<file path="src/pkg/cam_regs.vh">
// constants for the addressing mode decoder and its load/store engine
// assumes program memory and data space answer combinationally to held addresses
//
// What this block does
// RULE1: six-entry return stack of 12-bit addresses for calls and interrupts
// RULE2: immediate operand is the program byte right after the opcode
// RULE3: direct mode uses the next byte as 8-bit data address, two bytes
// RULE4: short-direct picks one of registers 80h-83h from opcode bits, one byte
// RULE5: extended jump/call target is opcode low nibble joined to next byte
// RULE6: relative opcode: test type, direction bit, four-bit span added or subtracted
// RULE7: taken relative branch reaches -15..+16, else next instruction follows
// RULE8: bit-direct sets or clears opcode bit number in byte at next address
// RULE9: bit-test branch is three bytes: opcode, tested address, displacement -127..+128
// RULE10: bit set and bit clear copy the addressed bit into carry
// RULE11: indirect mode addresses through pointer at 80h or 81h, chosen by bit 4
// RULE12: inherent instructions are one byte, opcode alone
// RULE13: load/store length is one, two or three bytes by addressing mode
// RULE14: loads and stores move accumulator to/from data space; immediate may reach any byte
// RULE15: load/store take 4 cycles, carry kept, zero updated except immediate-to-register
// RULE16: program counter advances by instruction length unless a target is loaded
`ifndef CAM_REGS_VH
`define CAM_REGS_VH

// reset values
`define CAM_PC_RST 12'h000
`define CAM_ZERO8 8'h00
`define CAM_ZERO12 12'h000
`define CAM_BIT_ONE 8'h01

// instruction lengths
`define CAM_LEN1 12'h001
`define CAM_LEN2 12'h002
`define CAM_LEN3 12'h003

// short-direct block at 80h..83h, seen as address[7:2]
`define CAM_SHORT_BASE 6'h20
`define CAM_STACK_DEPTH 6

// opcode map, field positions
`define CAM_REL_FLAG 1'b0
`define CAM_OP_JMP 4'h8
`define CAM_OP_CALL 4'h9
`define CAM_OP_BSET 5'h14
`define CAM_OP_BCLR 5'h15
`define CAM_OP_BTB 4'hb
`define CAM_OP_LDSD 6'h30
`define CAM_OP_STSD 6'h31
`define CAM_OP_LDDIR 8'hc8
`define CAM_OP_STDIR 8'hc9
`define CAM_OP_LDIA 8'hca
`define CAM_OP_LDIR 8'hcb
`define CAM_IND_MASK 8'hef
`define CAM_OP_LDIND 8'he0
`define CAM_OP_STIND 8'he1
`define CAM_OP_RET 8'he8
`define CAM_PTR_SEL_BIT 4
`define CAM_DIR_BIT 4
`define CAM_SENSE_BIT 3

// relative test types
`define CAM_TST_C1 3'h0
`define CAM_TST_C0 3'h1
`define CAM_TST_Z1 3'h2
`define CAM_TST_Z0 3'h3

`endif

</file>
<file path="src/hdl/cam_decoder.v">
// addressing mode decoder and load/store engine of the core
// assumes asynchronous-read program memory and data space; writes land on the edge
`include "cam_regs.vh"

module cam_decoder (
   // clock and reset
   input wire CLOCK_IN,
   input wire RST_N_IN,
   // program memory
   output reg [11:0] PM_ADDR_OUT,
   input wire [7:0] PM_DATA_IN,
   // data space
   output reg [7:0] DS_ADDR_OUT,
   output reg DS_RD_OUT,
   output reg DS_WR_OUT,
   output reg [7:0] DS_WDATA_OUT,
   input wire [7:0] DS_RDATA_IN,
   // interrupt entry
   input wire INT_REQ_IN,
   input wire [11:0] INT_VEC_IN,
   output reg INT_ACK_OUT,
   // core state
   output reg [11:0] PC_OUT,
   output reg [7:0] ACC_OUT,
   output reg CARRY_OUT,
   output reg ZERO_OUT,
   output reg INSTR_DONE_OUT
);
   localparam [4:0] P0 = 5'h01;
   localparam [4:0] P1 = 5'h02;
   localparam [4:0] P2 = 5'h04;
   localparam [4:0] P3 = 5'h08;
   localparam [4:0] P4 = 5'h10;

   reg [4:0] state_r;
   reg [7:0] op_r;
   reg [7:0] b2_r;
   reg [7:0] b3_r;
   reg btb_take_r;
   reg [7:0] sd_r [0:3];

   // opcode classes
   wire is_rel = (op_r[7] == `CAM_REL_FLAG);
   wire is_jmp = (op_r[7:4] == `CAM_OP_JMP);
   wire is_call = (op_r[7:4] == `CAM_OP_CALL);
   wire is_bset = (op_r[7:3] == `CAM_OP_BSET);
   wire is_bclr = (op_r[7:3] == `CAM_OP_BCLR);
   wire is_btb = (op_r[7:4] == `CAM_OP_BTB);
   wire is_ldsd = (op_r[7:2] == `CAM_OP_LDSD);
   wire is_stsd = (op_r[7:2] == `CAM_OP_STSD);
   wire is_lddir = (op_r == `CAM_OP_LDDIR);
   wire is_stdir = (op_r == `CAM_OP_STDIR);
   wire is_ldia = (op_r == `CAM_OP_LDIA);
   wire is_ldir = (op_r == `CAM_OP_LDIR);
   wire is_ldind = ((op_r & `CAM_IND_MASK) == `CAM_OP_LDIND);
   wire is_stind = ((op_r & `CAM_IND_MASK) == `CAM_OP_STIND);
   wire is_ret = (op_r == `CAM_OP_RET);
   wire is_bitop = is_bset | is_bclr;
   wire is_ind = is_ldind | is_stind;
   wire is_sd = is_ldsd | is_stsd;
   wire is_ldst = is_sd | is_lddir | is_stdir | is_ldia | is_ldir | is_ind;
   wire is_store = is_stsd | is_stdir | is_stind;
   wire is_dsrd = is_lddir | is_ldind | is_bitop | is_btb;
   // RULE12 anything unlisted is one-byte inherent
   wire is_inh = ~(is_rel | is_jmp | is_call | is_bitop | is_btb | is_ldst);

   // RULE13 byte length per mode
   wire len3 = is_btb | is_ldir;
   wire len2 = is_jmp | is_call | is_bitop | is_lddir | is_stdir | is_ldia;
   wire [11:0] len = len3 ? `CAM_LEN3 : (len2 ? `CAM_LEN2 : `CAM_LEN1);

   // RULE15 four cycles for load/store, five for bit test, two for one-byte flow
   wire [4:0] last_st = is_btb ? P4 : ((is_rel | is_ret | is_inh) ? P1 : P3);
   wire fin = (state_r == last_st);

   // data address: second byte arrives during P1 and is held afterwards
   wire [7:0] b2_src = (state_r == P1) ? PM_DATA_IN : b2_r;
   // RULE11 pointer chosen by opcode bit 4
   wire [7:0] ptr = op_r[`CAM_PTR_SEL_BIT] ? sd_r[1] : sd_r[0];
   // RULE4 short-direct from opcode bits only
   wire [7:0] sd_addr = {`CAM_SHORT_BASE, op_r[1:0]};
   // RULE3 direct byte reaches all of data space
   wire [7:0] daddr = is_ind ? ptr : (is_sd ? sd_addr : b2_src);
   wire ehit = (daddr[7:2] == `CAM_SHORT_BASE);
   wire [7:0] rd_val = ehit ? sd_r[daddr[1:0]] : DS_RDATA_IN;
   wire tbit = rd_val[op_r[2:0]];
   wire [7:0] bmask = `CAM_BIT_ONE << op_r[2:0];
   // RULE8 set or clear the opcode's bit
   wire [7:0] bit_mod = is_bset ? (rd_val | bmask) : (rd_val & ~bmask);

   wire [11:0] rel_tgt;
   wire [11:0] ext_tgt;
   wire [11:0] bt_tgt;
   wire [11:0] stk_top;

   cam_target_calc u_tgt (
      .pc_in(PC_OUT),
      .op_in(op_r),
      .b2_in(b2_r),
      .disp_in(b3_r),
      .rel_tgt_out(rel_tgt),
      .ext_tgt_out(ext_tgt),
      .bt_tgt_out(bt_tgt)
   );

   // relative test
   reg rel_cond;
   always @* begin
      case (op_r[7:5])
         `CAM_TST_C1: rel_cond = CARRY_OUT;
         `CAM_TST_C0: rel_cond = ~CARRY_OUT;
         `CAM_TST_Z1: rel_cond = ZERO_OUT;
         `CAM_TST_Z0: rel_cond = ~ZERO_OUT;
         default: rel_cond = 1'b0;
      endcase
   end

   // next pc
   wire [11:0] seq_pc = PC_OUT + len;
   reg [11:0] npc_base;
   always @* begin
      npc_base = seq_pc;
      if (is_jmp | is_call) begin
         npc_base = ext_tgt;
      end else if (is_rel & rel_cond) begin
         npc_base = rel_tgt;
      end else if (is_btb & btb_take_r) begin
         npc_base = bt_tgt;
      end else if (is_ret) begin
         npc_base = stk_top;
      end
   end
   wire take_int = fin & INT_REQ_IN & ~is_call & ~is_ret;
   wire [11:0] npc = take_int ? INT_VEC_IN : npc_base;

   // RULE1 calls and interrupts push, return pops
   wire push = fin & (is_call | take_int);
   wire pop = fin & is_ret;
   wire [11:0] push_data = is_call ? seq_pc : npc_base;

   cam_ret_stack u_stk (
      .clk_in(CLOCK_IN),
      .rst_n_in(RST_N_IN),
      .push_in(push),
      .pop_in(pop),
      .push_data_in(push_data),
      .top_out(stk_top)
   );

   integer k;
   always @(posedge CLOCK_IN or negedge RST_N_IN) begin
      if (!RST_N_IN) begin
         state_r <= P0;
         op_r <= `CAM_ZERO8;
         b2_r <= `CAM_ZERO8;
         b3_r <= `CAM_ZERO8;
         btb_take_r <= 1'b0;
         for (k = 0; k < 4; k = k + 1) begin
            sd_r[k] <= `CAM_ZERO8;
         end
         PM_ADDR_OUT <= `CAM_PC_RST;
         PC_OUT <= `CAM_PC_RST;
         DS_ADDR_OUT <= `CAM_ZERO8;
         DS_RD_OUT <= 1'b0;
         DS_WR_OUT <= 1'b0;
         DS_WDATA_OUT <= `CAM_ZERO8;
         INT_ACK_OUT <= 1'b0;
         ACC_OUT <= `CAM_ZERO8;
         CARRY_OUT <= 1'b0;
         ZERO_OUT <= 1'b0;
         INSTR_DONE_OUT <= 1'b0;
      end else begin
         DS_RD_OUT <= 1'b0;
         DS_WR_OUT <= 1'b0;
         INT_ACK_OUT <= 1'b0;
         INSTR_DONE_OUT <= 1'b0;
         case (state_r)
            P0: begin
               op_r <= PM_DATA_IN;
               PM_ADDR_OUT <= PC_OUT + `CAM_LEN1;
               state_r <= P1;
            end
            P1: begin
               // RULE2 immediate byte follows the opcode
               b2_r <= PM_DATA_IN;
               PM_ADDR_OUT <= PC_OUT + `CAM_LEN2;
               state_r <= P2;
               // RULE14 accumulator to data space
               if (is_store) begin
                  if (ehit) begin
                     sd_r[daddr[1:0]] <= ACC_OUT;
                  end else begin
                     DS_ADDR_OUT <= daddr;
                     DS_WR_OUT <= 1'b1;
                     DS_WDATA_OUT <= ACC_OUT;
                  end
                  ZERO_OUT <= (ACC_OUT == `CAM_ZERO8);
               end else if (is_dsrd & ~ehit) begin
                  DS_ADDR_OUT <= daddr;
                  DS_RD_OUT <= 1'b1;
               end
            end
            P2: begin
               state_r <= P3;
               b3_r <= PM_DATA_IN;
               // RULE14 data space to accumulator
               if (is_lddir | is_ldind | is_ldsd) begin
                  ACC_OUT <= rd_val;
                  ZERO_OUT <= (rd_val == `CAM_ZERO8);
               end
               if (is_ldia) begin
                  ACC_OUT <= b2_r;
                  ZERO_OUT <= (b2_r == `CAM_ZERO8);
               end
               // RULE15 immediate-to-register keeps zero flag
               if (is_ldir | is_bitop) begin
                  if (ehit) begin
                     sd_r[daddr[1:0]] <= is_ldir ? PM_DATA_IN : bit_mod;
                  end else begin
                     DS_ADDR_OUT <= daddr;
                     DS_WR_OUT <= 1'b1;
                     DS_WDATA_OUT <= is_ldir ? PM_DATA_IN : bit_mod;
                  end
               end
               // RULE10 tested bit into carry
               if (is_bitop | is_btb) begin
                  CARRY_OUT <= tbit;
               end
               // RULE9 branch sense in opcode bit 3
               btb_take_r <= (tbit == op_r[`CAM_SENSE_BIT]);
            end
            P3: begin
               state_r <= P4;
            end
            P4: begin
               state_r <= P0;
            end
            default: begin
               state_r <= P0;
            end
         endcase
         // RULE16 advance by length or load target
         if (fin) begin
            PC_OUT <= npc;
            PM_ADDR_OUT <= npc;
            state_r <= P0;
            INSTR_DONE_OUT <= 1'b1;
            INT_ACK_OUT <= take_int;
         end
      end
   end
endmodule

</file>
<file path="src/hdl/cam_ret_stack.v">
// six-entry return stack, newest entry on top
// assumes push and pop are never asserted together
`include "cam_regs.vh"

module cam_ret_stack (
   input wire clk_in,
   input wire rst_n_in,
   input wire push_in,
   input wire pop_in,
   input wire [11:0] push_data_in,
   output wire [11:0] top_out
);
   reg [11:0] ent_r [0:`CAM_STACK_DEPTH-1];

   // RULE1 shifting return slots
   genvar i;
   generate
      for (i = 0; i < `CAM_STACK_DEPTH; i = i + 1) begin : g_ent
         always @(posedge clk_in or negedge rst_n_in) begin
            if (!rst_n_in) begin
               ent_r[i] <= `CAM_ZERO12;
            end else if (push_in) begin
               ent_r[i] <= (i == 0) ? push_data_in : ent_r[(i == 0) ? 0 : i - 1];
            end else if (pop_in) begin
               ent_r[i] <= (i == `CAM_STACK_DEPTH - 1) ? `CAM_ZERO12 :
                           ent_r[(i == `CAM_STACK_DEPTH - 1) ? i : i + 1];
            end
         end
      end
   endgenerate

   assign top_out = ent_r[0];
endmodule

</file>
<file path="src/hdl/cam_target_calc.v">
// branch and jump target arithmetic
// assumes pc is the address of the instruction's opcode
`include "cam_regs.vh"

module cam_target_calc (
   input wire [11:0] pc_in,
   input wire [7:0] op_in,
   input wire [7:0] b2_in,
   input wire [7:0] disp_in,
   output wire [11:0] rel_tgt_out,
   output wire [11:0] ext_tgt_out,
   output wire [11:0] bt_tgt_out
);
   wire [11:0] span = {8'h00, op_in[3:0]};

   // RULE6 direction bit picks add or subtract
   // RULE7 forward reaches +16, backward -15
   assign rel_tgt_out = op_in[`CAM_DIR_BIT] ? (pc_in - span) : (pc_in + span + `CAM_LEN1);

   // RULE5 low nibble joined to next byte
   assign ext_tgt_out = {op_in[3:0], b2_in};

   // RULE9 signed displacement -127..+128
   assign bt_tgt_out = pc_in + {{4{disp_in[7]}}, disp_in} + `CAM_LEN1;
endmodule

</file>
<file path="config.mk">
export PLATFORM = sky130hd
export DESIGN_NAME = cam_decoder
export DESIGN_NICKNAME = d
export VERILOG_FILES = /design/src/hdl/cam_decoder.v /design/src/hdl/cam_ret_stack.v /design/src/hdl/cam_target_calc.v
export VERILOG_INCLUDE_DIRS = /design/src /design/src/pkg
export SDC_FILE = /design/constraint.sdc
export NUM_CORES = 1
export LEC_CHECK = 0
export BUFFER_PORTS_ARGS = -buffer_cell sky130_fd_sc_hd__buf_2
export CAP_MARGIN = 20
export CORE_MARGIN = 3
export CORE_UTILIZATION = 55
export DETAILED_ROUTE_END_ITERATION = 8
export GPL_ROUTABILITY_DRIVEN = 0
export PLACE_DENSITY = 0.72
export SETUP_SLACK_MARGIN = 0.15
export SYNTH_ARGS = -nofsm -noshare
export SYNTH_HDL_FRONTEND = slang
export SYNTH_SLANG_ARGS = --single-unit
</file>
<file path="constraint.sdc">
create_clock -name CLOCK_IN -period 4.2 [get_ports CLOCK_IN]
set_input_delay 0.42 -clock CLOCK_IN [delete_from_list [all_inputs] [get_ports CLOCK_IN]]
set_output_delay 0.42 -clock CLOCK_IN [all_outputs]
set_load 0.01 [all_outputs]
</file>
Word level (Yosys, flattened, before mapping)
Index checks and enable logic that the tools add are counted.
W data, S select, Z words.
- $add $sub $neg: 8
- $lt $le $gt $ge: 3
- eq/ne operators: 32
- shift-type cells: 1
- mux-type cells: 74
- bitwise gates (word level): 49
- reduce and logical (&&, ||, !) cells: 15
- operators with widths (cell ; count):
    $mux W12 ; 20
    $mux W8 ; 20
    $mux W32 ; 4
    $bwmux W32 ; 2
    $pmux W32 S2 ; 1
    $eq A8 B8 Y1 const B ; 5
    $add A12 B1 Y12 const B ; 3
    $pmux W8 S2 ; 2
    $or A1 B1 Y1 ; 30
    $logic_not A8 Y1 ; 3
    $pmux W12 S2 ; 1
    $pmux W5 S4 ; 1
    $eq A6 B6 Y1 const B ; 3
    $bmux W8 S2 ; 1
    $demux W8 S2 ; 1
    $eq A7 B7 Y1 const B ; 2
    $add A12 B12 Y12 ; 1
    $add A12 B2 Y12 ; 1
    $add A12 B2 Y12 const B ; 1
    $add A12 B4 Y12 ; 1
    $eq A4 B4 Y1 const B ; 3
    $mux W1 ; 12
    $ne A2 B2 Y1 const B ; 6
    $sub A12 B4 Y12 ; 1
    other kinds (34) ; 57
- register bits: 188
- input bits: 31

Longest topological paths before layout
Gate-level depths: netlist (run 1).
- word-level depth: 19
- gate-level depth with buffers: 17

By module
A second synthesis (run 1) with hierarchy kept.
- cells, all modules: 1341
- area, all modules: 11965.2 µm²
- by module, submodules not included (module ; instances ; cells each ; area each (µm²) ; seq. area each (µm²)):
    cam_decoder ; 1 ; 867 ; 7442.1 ; 2904.0
    cam_ret_stack ; 1 ; 321 ; 3378.2 ; 1801.7
    cam_target_calc ; 1 ; 153 ; 1144.8 ; 0.0

Worst setup path before layout (run 1)
Ideal clock, no wire load.
- path type: register -> register
- from: reg op_r[1]
- to: reg btb_take_r
- library setup time: 132 ps
- arrival: 3314 ps
- required time: 4068 ps
- path slack: 754 ps
- cell stages (with the launch flop): 13
- period minus slack after synthesis: 3446 ps
- path through: dfrtp_1 > or2_1 > buf_2 > a2111oi_0 > a311oi_1 > or2_1 > nor4b_4 > mux2i_1 > o22ai_1 > or3_1 > a311oi_2 > xnor2_1 > o21ai_1
- word-level cells in the longest chain between the ends: 11
- elaborated cells between the ends (all ways): 14
- those cells by class: 4 x eq/ne; 8 x mux; 2 x bitwise
- RTL lines (item ; RTL line ; source):
    start, declared ; cam_decoder.v:36 ; reg [7:0] op_r;
    start signal, assigned ; cam_decoder.v:154 ; op_r <= `CAM_ZERO8;
    $eq A7 B7 Y1 (no source line) ; - ;
    $or A1 B1 Y1 ; cam_decoder.v:59 ; wire is_ind = is_ldind | is_stind;
    $mux W8 ; cam_decoder.v:83 ; wire [7:0] daddr = is_ind ? ptr : (is_sd ? sd_addr : b2_src);
    $not A2 Y3 (implied by the code) ; cam_decoder.v:85 ; wire [7:0] rd_val = ehit ? sd_r[daddr[1:0]] : DS_RDATA_IN;
    $bmux W8 S2 ; cam_decoder.v:85 ;
    $mux W8 (implied by the code) (2 in a row) ; cam_decoder.v:85 ;
    $mux W8 ; cam_decoder.v:85 ;
    $bmux W1 S3 * ; cam_decoder.v:86 ; wire tbit = rd_val[op_r[2:0]];
    $mux W1 (implied by the code) * ; cam_decoder.v:86 ;
    $eq A1 B1 Y1 * ; cam_decoder.v:230 ; btb_take_r <= (tbit == op_r[`CAM_SENSE_BIT]);
    end signal, assigned ; cam_decoder.v:230 ;
    end, declared ; cam_decoder.v:39 ; reg btb_take_r;
Mark *: on every way between the ends. The rest lies on a longest branch, timed or not. The select of a mux whose other input is x is not followed.
A chain may end at the register's enable or synchronous reset.

Worst setup path in the final report (run 1)
- from: reg op_r[5]
- to: reg btb_take_r
- word-level cells in the longest chain between the ends: 12
- elaborated cells between the ends (all ways): 17
- those cells by class: 6 x eq/ne; 8 x mux; 3 x bitwise
- RTL lines (item ; RTL line ; source):
    $eq A6 B6 Y1 (no source line) ; - ;
    $or A1 B1 Y1 ; cam_decoder.v:60 ; wire is_sd = is_ldsd | is_stsd;
    $mux W8 ; cam_decoder.v:83 ;
    $mux W8 * ; cam_decoder.v:83 ;
    $not A2 Y3 (implied by the code) ; cam_decoder.v:85 ;
    $bmux W8 S2 ; cam_decoder.v:85 ;
    $mux W8 (implied by the code) (2 in a row) ; cam_decoder.v:85 ;
    $mux W8 * ; cam_decoder.v:85 ;
    $bmux W1 S3 * ; cam_decoder.v:86 ;
    $mux W1 (implied by the code) * ; cam_decoder.v:86 ;
    $eq A1 B1 Y1 * ; cam_decoder.v:230 ;
Marked as above.

==> flow_summary_export.csv, run 1 <==
group,metric,value,unit
global_route,grt_max_degree,100,
sta,final.setup.tns,0,ns
power,p_int,5.35,mW
final_layout,drive_gt1_frac,0.141,
final_layout,syn2layout_area_growth,11.4,%
route,met3_length,2560,µm
yosys,synth_ff_type,"dfrtp_1",
final_layout,num-fill-cells,1724,
floorplan,dieArea,22100,µm²
global_route,gr-usage-all-layers,0.299,
clocking,cts_tree,"built",
route,drc,0,
critical_path,end_kind,"register",
critical_path,worstPathMaxFanout,8,
clocking,clock_latency,0.45,ns
sta,min_period_over_period,0.929,
power,leakage,5.51,nW
global_route,antenna_found_initial,0,
floorplan,io_pins,85,
final_layout,mostFrequentLayoutCell,"nand2_1",
clocking,cts_hold_buf,0,
final_layout,postLayoutCoreUtil,0.632,
yosys,syn_inst,1316,
route,totalWireLength,32700,µm
power,clockPowerShare,0.160,
sta,clock.fmax,256,MHz
sta,rsz0062_at_grt,"yes",
route,dr.pass1.iters,7,
route,wl_met1,13600,µm
power,p_per_area,817,nW/µm²
clocking,cts_resized,0,
power,p_sw,4.83,mW
global_route,gr-total-overflow,0,
flow_run,max_cap_viol_count,0,
route,highest_layer,"met4",
power,irDropWorstVdd,440,µV
clocking,post_cts_buffers,0,
yosys,synth-warning-count,0,
floorplan,core-area,19700,µm²
critical_path,critical_path_arrival,4.23,ns
clocking,clk_pin_slew,0.08,ns
route,viasPerCell,6.31,
clocking,h-tree-depth,4,
power,switching_share,0.474,
sta,setup_viol,0,
sta,hold_viol,0,
floorplan,die_y,149,µm
route,route.met2.wl,15400,µm
critical_path,cp-start-kind,"register",
final_layout,nets,1425,
floorplan,fp-row-count,51,
sta,slew_headroom,0.437,
power,pwr-share-comb,0.514,
clocking,clock_sinks,188,
clocking,cts_made_buffers,17,
route,drtIter0Drc,1060,
yosys,synth_cell_types,81,
run_status,status,"finished clean",
critical_path,required,4.53,ns
yosys,async_flop_share,1.00,
hold_path,holdCritPathClass,"in -> async",
yosys,synth_edf_count,0,
sta,fin_crit,3.90,ns
global_route,grt_pass1_wl,52700,µm
route,wl_per_cell,19.9,µm
floorplan,initial_core_util,0.567,
final_layout,layout_common_cells,"nand2_1 (265), dfrtp_1 (185), nor2_1 (116)",
floorplan,die_w,149,µm
yosys,syn-cell-area,11200,µm²
clocking,clk_root_buffer_cell,"clkbuf_16",
route,ant_nets,0,
sta,slew_viol_final,0,
final_layout,n_antenna_cell,0,
power,pwr-share-seq,0.327,
yosys,synth_nets,1374,
placed_design,hpwl,23700,µm
yosys,synth.avg_cell_area,8.50,µm²
placed_design,portBuffers,84,
sta,worst_pin_slew,0.842,ns
yosys,ys_seq_area_frac,0.421,
global_route,grt_pass1_vias,9875,
sta,skew,0.0166,ns
clocking,clockBufferDepth,2,
route,vias,10400,
yosys,ys_ff_latch,188,
critical_path,worst-setup-path-type,"reg -> reg",
-- sequential cells by signal (all words and copies together) (netlist names) --
signal / cells
u_stk.ent_r: 60
DS_WDATA_OUT: 8
DS_RD_OUT: 1
op_r: 8
ACC_OUT: 8
b3_r: 8
u_stk.top_out: 12
PM_ADDR_OUT: 12
ZERO_OUT: 1
INT_ACK_OUT: 1
sd_r: 32
DS_WR_OUT: 1
DS_ADDR_OUT: 8
b2_r: 8
CARRY_OUT: 1
PC_OUT: 12
btb_take_r: 1
INSTR_DONE_OUT: 1
state_r: 5
-- synthesized netlist by cell type (19+ instances only) --
library cell,count,area (µm²)
xnor2_1,24,210
mux2i_1,38,380
dfrtp_1,187,4680
nand2_1,266,998
o21ai_0,101,505
inv_1,34,128
nor2_1,118,443
clkbuf_1,58,218
o21ai_1,19,95.1
a211oi_1,20,150
a31oi_1,50,313
ha_1,23,288
nand3_1,33,165
a21oi_1,69,345
-- cell families after synthesis --
group                    count (synthesis)  synth area share
AND/OR/NAND/NOR                        521             0.209
buffers and inverters                  120            0.0464
adder cells (fa/ha/maj)                 27            0.0329
AO/OA/AOI/OAI                          368             0.209
flip-flops                             188             0.421
multiplexers                            55            0.0531
XOR/XNOR                                37            0.0290
-- final timing paths --
path / cells past startpoint / slack (ns) / startpoint / to
min reg2reg: 2 / 0.48 / DS_WDATA_OUT[5] / DS_WDATA_OUT[5]
min in group CLOCK_IN: 3 / 0.26 / INT_VEC_IN[6] / PC_OUT[6]
max: 12 / 0.30 / op_r[5] / btb_take_r
min: 1 / 0.05 / RST_N_IN / INSTR_DONE_OUT
max reg2reg: 12 / 0.30 / op_r[5] / btb_take_r
max in group asynchronous: 2 / 3.14 / RST_N_IN / op_r[4]
-- routing by layer --
| layer | vias to the layer above | track usage |
|---|---|---|
| met5 | - | 0 |
| met3 | 106 | 0.0558 |
| met1 | 5038 | 0.404 |
| li1 | 4767 | - |
| met2 | 469 | 0.484 |
| met4 | 0 | 0.108 |
-- critical path, stage by stage, from the launching register on --
cell and delay [ns]:
dfrtp_1 0.55, nand4b_2 0.26, a2111oi_1 0.47, a311oi_1 0.13
or2_1 0.28, nor4b_4 0.48, buf_4 0.24, mux2i_1 0.35
nor3_1 0.07, or3_1 0.36, a311oi_2 0.37, xnor2_1 0.16
o21ai_1 0.07
-- area by class of cell --
cell class | count | area, µm² | share of cell area
Tap cell | 265 | 332 | 0.0266
Clock inverter | 15 | 173 | 0.0139
Multi-Input combinational cell | 1008 | 5990 | 0.481
Inverter | 37 | 143 | 0.0115
Clock buffer | 17 | 425 | 0.0342
Sequential cell | 188 | 4710 | 0.378
Timing Repair Buffer | 115 | 687 | 0.0552
-- per-stage QoR --
step	cell area, µm²	power [mW]	setup slack (ns)	std cells	hold WS (ns)
after global routing	12500	10.9	0.102	1645	0.109
after detailed placement	11800	8.43	0.303	1613	0.465
final	12500	10.2	0.298	1645	0.0512
after global placement	11800	8.31	0.395	1613	0.465
after floorplan	11200	6.90	0.754	1316	0.124
after CTS	12400	10.1	0.284	1645	0.0966
-- power groups by stage --
stage	combinational [mW]	sequential, mW	clock (mW)
5_1_grt	5.75	3.40	1.73
6_report	5.22	3.33	1.62
4_1_cts	5.13	3.29	1.64
3_3_place_gp	5.00	3.31	0
3_5_place_dp	5.11	3.32	0
2_1_floorplan	3.85	3.05	0
Power figures use the tool's default switching activity.
==> inputs of run 2 (changes only) <==
--- a/config.mk
+++ b/config.mk
@@ -14,3 +14,3 @@
 export GPL_ROUTABILITY_DRIVEN = 0
-export PLACE_DENSITY = 0.72
+export PLACE_DENSITY = 0.74
 export SETUP_SLACK_MARGIN = 0.15
==> constraint.sdc (replaced) <==
create_clock -name CLOCK_IN -period 4.2 [get_ports CLOCK_IN]
set_input_delay 0.63 -clock CLOCK_IN [delete_from_list [all_inputs] [get_ports CLOCK_IN]]
set_output_delay 0.63 -clock CLOCK_IN [all_outputs]
set_load 0.01 [all_outputs]
==> run 2 against run 1 <==
Against the previous run: design area barely moved; maximum frequency barely moved; combinational power barely moved; via count fell by 0.97%; sequential power barely moved; highest routed layer unchanged.
==> flow_summary_export.csv, run 2 (same netlist as run 1, synthesis figures left out) <==
group,metric,value,unit
clocking,clk_pin_slew,0.08,ns
clocking,clock_sinks,188,
global_route,grt_pass1_wl,51100,µm
clocking,cts_tree,"built",
sta,worst_pin_slew,0.995,ns
route,totalWireLength,31800,µm
floorplan,io_pins,85,
global_route,antenna_found_initial,0,
final_layout,syn2layout_area_growth,11.4,%
floorplan,fp-row-count,51,
power,pwr-share-comb,0.508,
critical_path,worst-setup-path-type,"reg -> reg",
final_layout,mostFrequentLayoutCell,"nand2_1",
clocking,clk_root_buffer_cell,"clkbuf_16",
sta,skew,0.0148,ns
floorplan,die_y,149,µm
final_layout,largest_register,"u_stk.ent_r",
global_route,grt_max_degree,84,
critical_path,worstPathMaxFanout,16,
placed_design,portBuffers,84,
power,pwr-share-seq,0.324,
global_route,gr-total-overflow,0,
critical_path,reg2reg_slack,0.30,ns
sta,hold_ws,0.200,ns
critical_path,required,4.54,ns
final_layout,reg_top3,"u_stk.ent_r x60, sd_r x32",
placed_design,hpwl,22800,µm
clocking,h-tree-depth,4,
sta,min_period_over_period,0.929,
route,wl_per_cell,19.4,µm
sta,slew_headroom,0.335,
sta,fin_crit,3.90,ns
route,ant_nets,0,
clocking,clock_latency,0.45,ns
route,dr.pass1.iters,6,
global_route,grt_pass1_vias,9853,
critical_path,critical_path_arrival,4.25,ns
critical_path,cp-start-kind,"register",
final_layout,drive_gt1_frac,0.136,
sta,hold_viol,0,
hold_path,holdCritPathClass,"in -> async",
power,leakage,5.52,nW
clocking,clockBufferDepth,2,
sta,slew_viol_final,0,
power,switching_share,0.467,
critical_path,end_kind,"register",
final_layout,nets,1422,
run_status,status,"finished clean",
sta,setup_viol,0,
power,p_per_area,822,nW/µm²
final_layout,largest_register_ffs,60,
final_layout,layout_common_cells,"nand2_1 (265), dfrtp_1 (186), nor2_1 (116)",
route,drc,0,
clocking,cts_made_buffers,17,
power,p_sw,4.78,mW
sta,final.setup.tns,0,ns
route,vias,10300,
flow_run,max_cap_viol_count,0,
final_layout,num-fill-cells,1687,
final_layout,n_antenna_cell,0,
clocking,cts_hold_buf,0,
power,p_int,5.45,mW
floorplan,die_w,149,µm
sta,clock.fmax,256,MHz
power,irDropWorstVdd,354,µV
route,viasPerCell,6.26,
power,clockPowerShare,0.168,
floorplan,dieArea,22100,µm²
floorplan,initial_core_util,0.567,
global_route,gr-usage-all-layers,0.290,
floorplan,core-area,19700,µm²
sta,rsz0062_at_grt,"no",
route,drtIter0Drc,1063,
run 2: changes by cell type in the layout (fill, tap and decap cells not counted), sizes merged:
cell,before,now
buf,114,111
clkinvlp,4,1
bufinv,0,2
clkbuf,18,19
clkinv,8,7
inv,40,41
run 2: final cells by class:
| class | count | area [µm²] | area share |
|---|---|---|---|
| Timing Repair Buffer | 112 | 677 | 0.0543 |
| Clock inverter | 14 | 196 | 0.0158 |
| Clock buffer | 18 | 429 | 0.0345 |
| Tap cell | 265 | 332 | 0.0266 |
| Multi-Input combinational cell | 1008 | 5980 | 0.480 |
| Inverter | 37 | 139 | 0.0111 |
| Sequential cell | 188 | 4710 | 0.378 |
run 2: power groups by stage:
stage / clock (mW) / sequential [mW] / combinational, mW
floorplan: 0 / 3.05 / 3.85
global placement: 0 / 3.29 / 4.97
detailed placement: 0 / 3.30 / 5.09
CTS: 1.74 / 3.28 / 5.11
global route: 1.82 / 3.39 / 5.74
finish: 1.72 / 3.31 / 5.20
run 2: per-stage QoR:
| step | std cells | instance area, µm² | total power [mW] | setup WS, ns | util |
|---|---|---|---|---|---|
| 2_1_floorplan | 1316 | 11200 | 6.90 | 0.754 | - |
| 3_3_place_gp | 1607 | 11800 | 8.27 | 0.257 | 0.599 |
| 3_5_place_dp | 1607 | 11800 | 8.39 | 0.195 | 0.599 |
| 4_1_cts | 1639 | 12400 | 10.1 | 0.168 | 0.630 |
| 5_1_grt | 1642 | 12500 | 10.9 | 0.151 | 0.632 |
| 6_report | 1642 | 12500 | 10.2 | 0.298 | 0.632 |
run 2: what timing repair did:
item | 4_1_cts | 5_1_grt
setup buffers | 0 | 3
resized for setup | 0 | 3
endpoints found under the setup margin | 0 | 36
run 2: worst max-delay path, stage by stage, from the launching register on:
cell and delay [ns]:
dfrtp_1 0.36, buf_4 0.26, clkinv_1 0.41, nand2_1 0.33, o21ai_0 0.25, fa_1 0.50, nand3_1 0.18, nor2_1 0.12
nand3_1 0.11, xor2_1 0.21, a211oi_1 0.11, a211oi_1 0.25, a211oi_1 0.08, a21oi_1 0.27, a21oi_1 0.15, a21o_1 0.19
run 2: worst paths after layout:
| check | start | to | depth (start not counted) |
|---|---|---|---|
| min in group CLOCK_IN | INT_VEC_IN[4] | PC_OUT[4] | 3 |
| worst max-delay path | op_r[2] | PM_ADDR_OUT[10] | 15 |
| worst min-delay path | RST_N_IN | PC_OUT[11] | 1 |
| max in group asynchronous | RST_N_IN | b2_r[0] | 2 |
| worst min register to register | DS_WDATA_OUT[5] | DS_WDATA_OUT[5] | 2 |
| worst max register to register | op_r[2] | PM_ADDR_OUT[10] | 15 |
run 2: per-layer routing:
layer,wire [µm],vias to the layer above,GRT usage
met5,0,-,0
met4,1140,0,0.122
met3,2560,105,0.0615
met2,14900,456,0.456
met1,13300,4956,0.391
li1,-,4762,-
==> inputs of run 3 (changes only) <==
- clock period: 4.2 -> 4 ns (I/O delays scaled with it)
==> run 3 against run 2 <==
Against the previous run: combinational power rose by 8.8%; non-clock buffer count rose by 6; die area did not move; register-to-register slack got worse by 0.05 ns; critical path type unchanged; critical path depth fell by 3; clock skew rose by 0.0012 ns; design area rose by 0.83%; sequential cell count did not move; critical endpoint is now PM_ADDR_OUT[11]; sequential power rose by 3%; first-iteration DRC count rose by 6.1%; wire length rose by 2.4%.
==> flow_summary_export.csv, run 3 (same netlist as run 1, synthesis figures left out) <==
group,metric,value,unit
final_layout,layout_common_cells,"nand2_1 (265), dfrtp_1 (186), nor2_1 (113)",
global_route,grt_max_degree,88,
sta,worst_pin_slew,0.946,ns
clocking,cts_made_buffers,17,
floorplan,dieArea,22100,µm²
route,totalWireLength,32600,µm
hold_path,holdCritPathClass,"in -> async",
power,pwr-share-comb,0.523,
sta,hold_ws,0.218,ns
final_layout,syn2layout_area_growth,12.3,%
critical_path,r2r_cells,12,
route,dr.pass1.iters,5,
sta,finalWorstSetupSlack,0.251,ns
sta,rsz0062_at_grt,"yes",
final_layout,drive_gt1_frac,0.152,
route,drc,0,
final_layout,fin_area,12600,µm²
clocking,cts_hold_buf,0,
global_route,gr-usage-all-layers,0.298,
critical_path,cp-start-kind,"register",
final_layout,mostFrequentLayoutCell,"nand2_1",
power,p_int,5.70,mW
floorplan,io_pins,85,
global_route,grt_pass1_wl,52400,µm
sta,setup_viol,0,
floorplan,core-area,19700,µm²
clocking,clk_pin_slew,0.08,ns
placed_design,place_ws,0.120,ns
clocking,cts_tree,"built",
sta,hold_viol,0,
critical_path,endpoint,"PM_ADDR_OUT[11]",
route,viasPerCell,6.24,
critical_path,timing.rr.start,"op_r[1]",
clocking,clock_latency,0.45,ns
floorplan,initial_core_util,0.567,
sta,fin_crit,3.75,ns
clocking,clk_root_buffer_cell,"clkbuf_16",
floorplan,die_y,149,µm
final_layout,postLayoutCoreUtil,0.637,
power,p_per_area,862,nW/µm²
final_layout,reg_top3,"u_stk.ent_r x60, sd_r x32",
power,design_power_total,10.8,mW
sta,min_period_over_period,0.937,
critical_path,end_kind,"register",
route,wl_per_cell,19.8,µm
sta,slew_headroom,0.367,
final_layout,largest_register,"u_stk.ent_r",
power,leakage,5.57,nW
critical_path,r2r-end,"PM_ADDR_OUT[11]",
flow_run,max_cap_viol_count,0,
sta,slew_viol_final,0,
clocking,h-tree-depth,4,
power,clockPowerShare,0.160,
global_route,antenna_found_initial,0,
placed_design,hpwl,23400,µm
placed_design,portBuffers,84,
critical_path,reg2reg_slack,0.25,ns
floorplan,fp-row-count,51,
final_layout,nets,1429,
route,drtIter0Drc,1128,
critical_path,worstPathMaxFanout,17,
route,ant_nets,0,
global_route,grt_pass1_vias,9857,
clocking,clockBufferDepth,2,
critical_path,worst-setup-path-type,"reg -> reg",
global_route,gr-total-overflow,0,
power,switching_share,0.473,
final_layout,largest_register_ffs,60,
power,p_sw,5.12,mW
run_status,status,"finished clean",
route,vias,10300,
sta,final.setup.tns,0,ns
critical_path,crit_start,"op_r[1]",
critical_path,required,4.37,ns
critical_path,critical_path_arrival,4.12,ns
sta,skew,0.0160,ns
sta,clock.fmax,267,MHz
power,irDropWorstVdd,412,µV
clocking,clock_sinks,188,
floorplan,die_w,149,µm
placed_design,place_inst,1613,
final_layout,n_antenna_cell,0,
final_layout,instances_no_fill,1649,
placed_design,placed_area,11900,µm²
power,pwr-share-seq,0.316,
## run 3: metal layers
layer / GRT usage / vias up / routed length (µm)
li1: - / 4788 / -
met1: 0.404 / 4949 / 13500
met2: 0.477 / 463 / 15300
met3: 0.0634 / 92 / 2660
met4: 0.108 / 0 / 1090
met5: 0 / - / 0
## run 3: worst min-delay path by stage
stage          cells after the start       startpoint              end  slack [ns]
2_1_floorplan                      0         RST_N_IN       ACC_OUT[0]        0.30
3_3_place_gp                       2  DS_WDATA_OUT[6]  DS_WDATA_OUT[6]        0.47
3_5_place_dp                       2  DS_WDATA_OUT[3]  DS_WDATA_OUT[3]        0.47
4_1_cts                            1         RST_N_IN   PM_ADDR_OUT[1]        0.23
5_1_grt                            1         RST_N_IN       PC_OUT[11]        0.27
6_report                           1         RST_N_IN   PM_ADDR_OUT[7]        0.22
## run 3: critical path: stages (launching register included)
cell	delay [ns]
dfrtp_1	0.35
buf_4	0.29
clkinv_1	0.45
ha_1	0.46
o21ba_2	0.20
o21ai_0	0.25
a21oi_1	0.14
or3_1	0.37
o22ai_1	0.21
xor2_1	0.29
o22ai_1	0.19
o31a_1	0.34
a21oi_1	0.14
## run 3: power by group through the flow
stage,combinational (mW),sequential [mW],clock [mW]
global placement,5.34,3.41,0
CTS,5.50,3.39,1.76
finish,5.66,3.42,1.74
global route,6.24,3.51,1.85
detailed placement,5.46,3.41,0
floorplan,4.04,3.20,0
## run 3: what timing repair did
action | CTS | global route
setup endpoints to repair | 1 | 67
gates resized for setup | 0 | 20
gates cloned | 0 | 1
setup buffers | 2 | 0
pin swaps | 1 | 2
## run 3: area by class of cell
type	count	area, µm²
flip-flops and latches	188	4710
well taps	265	332
multi-input cells	1009	6040
clock buffers	19	453
repair buffers	118	722
inverters	37	146
clock inverters	13	156
fillers	1702	7160
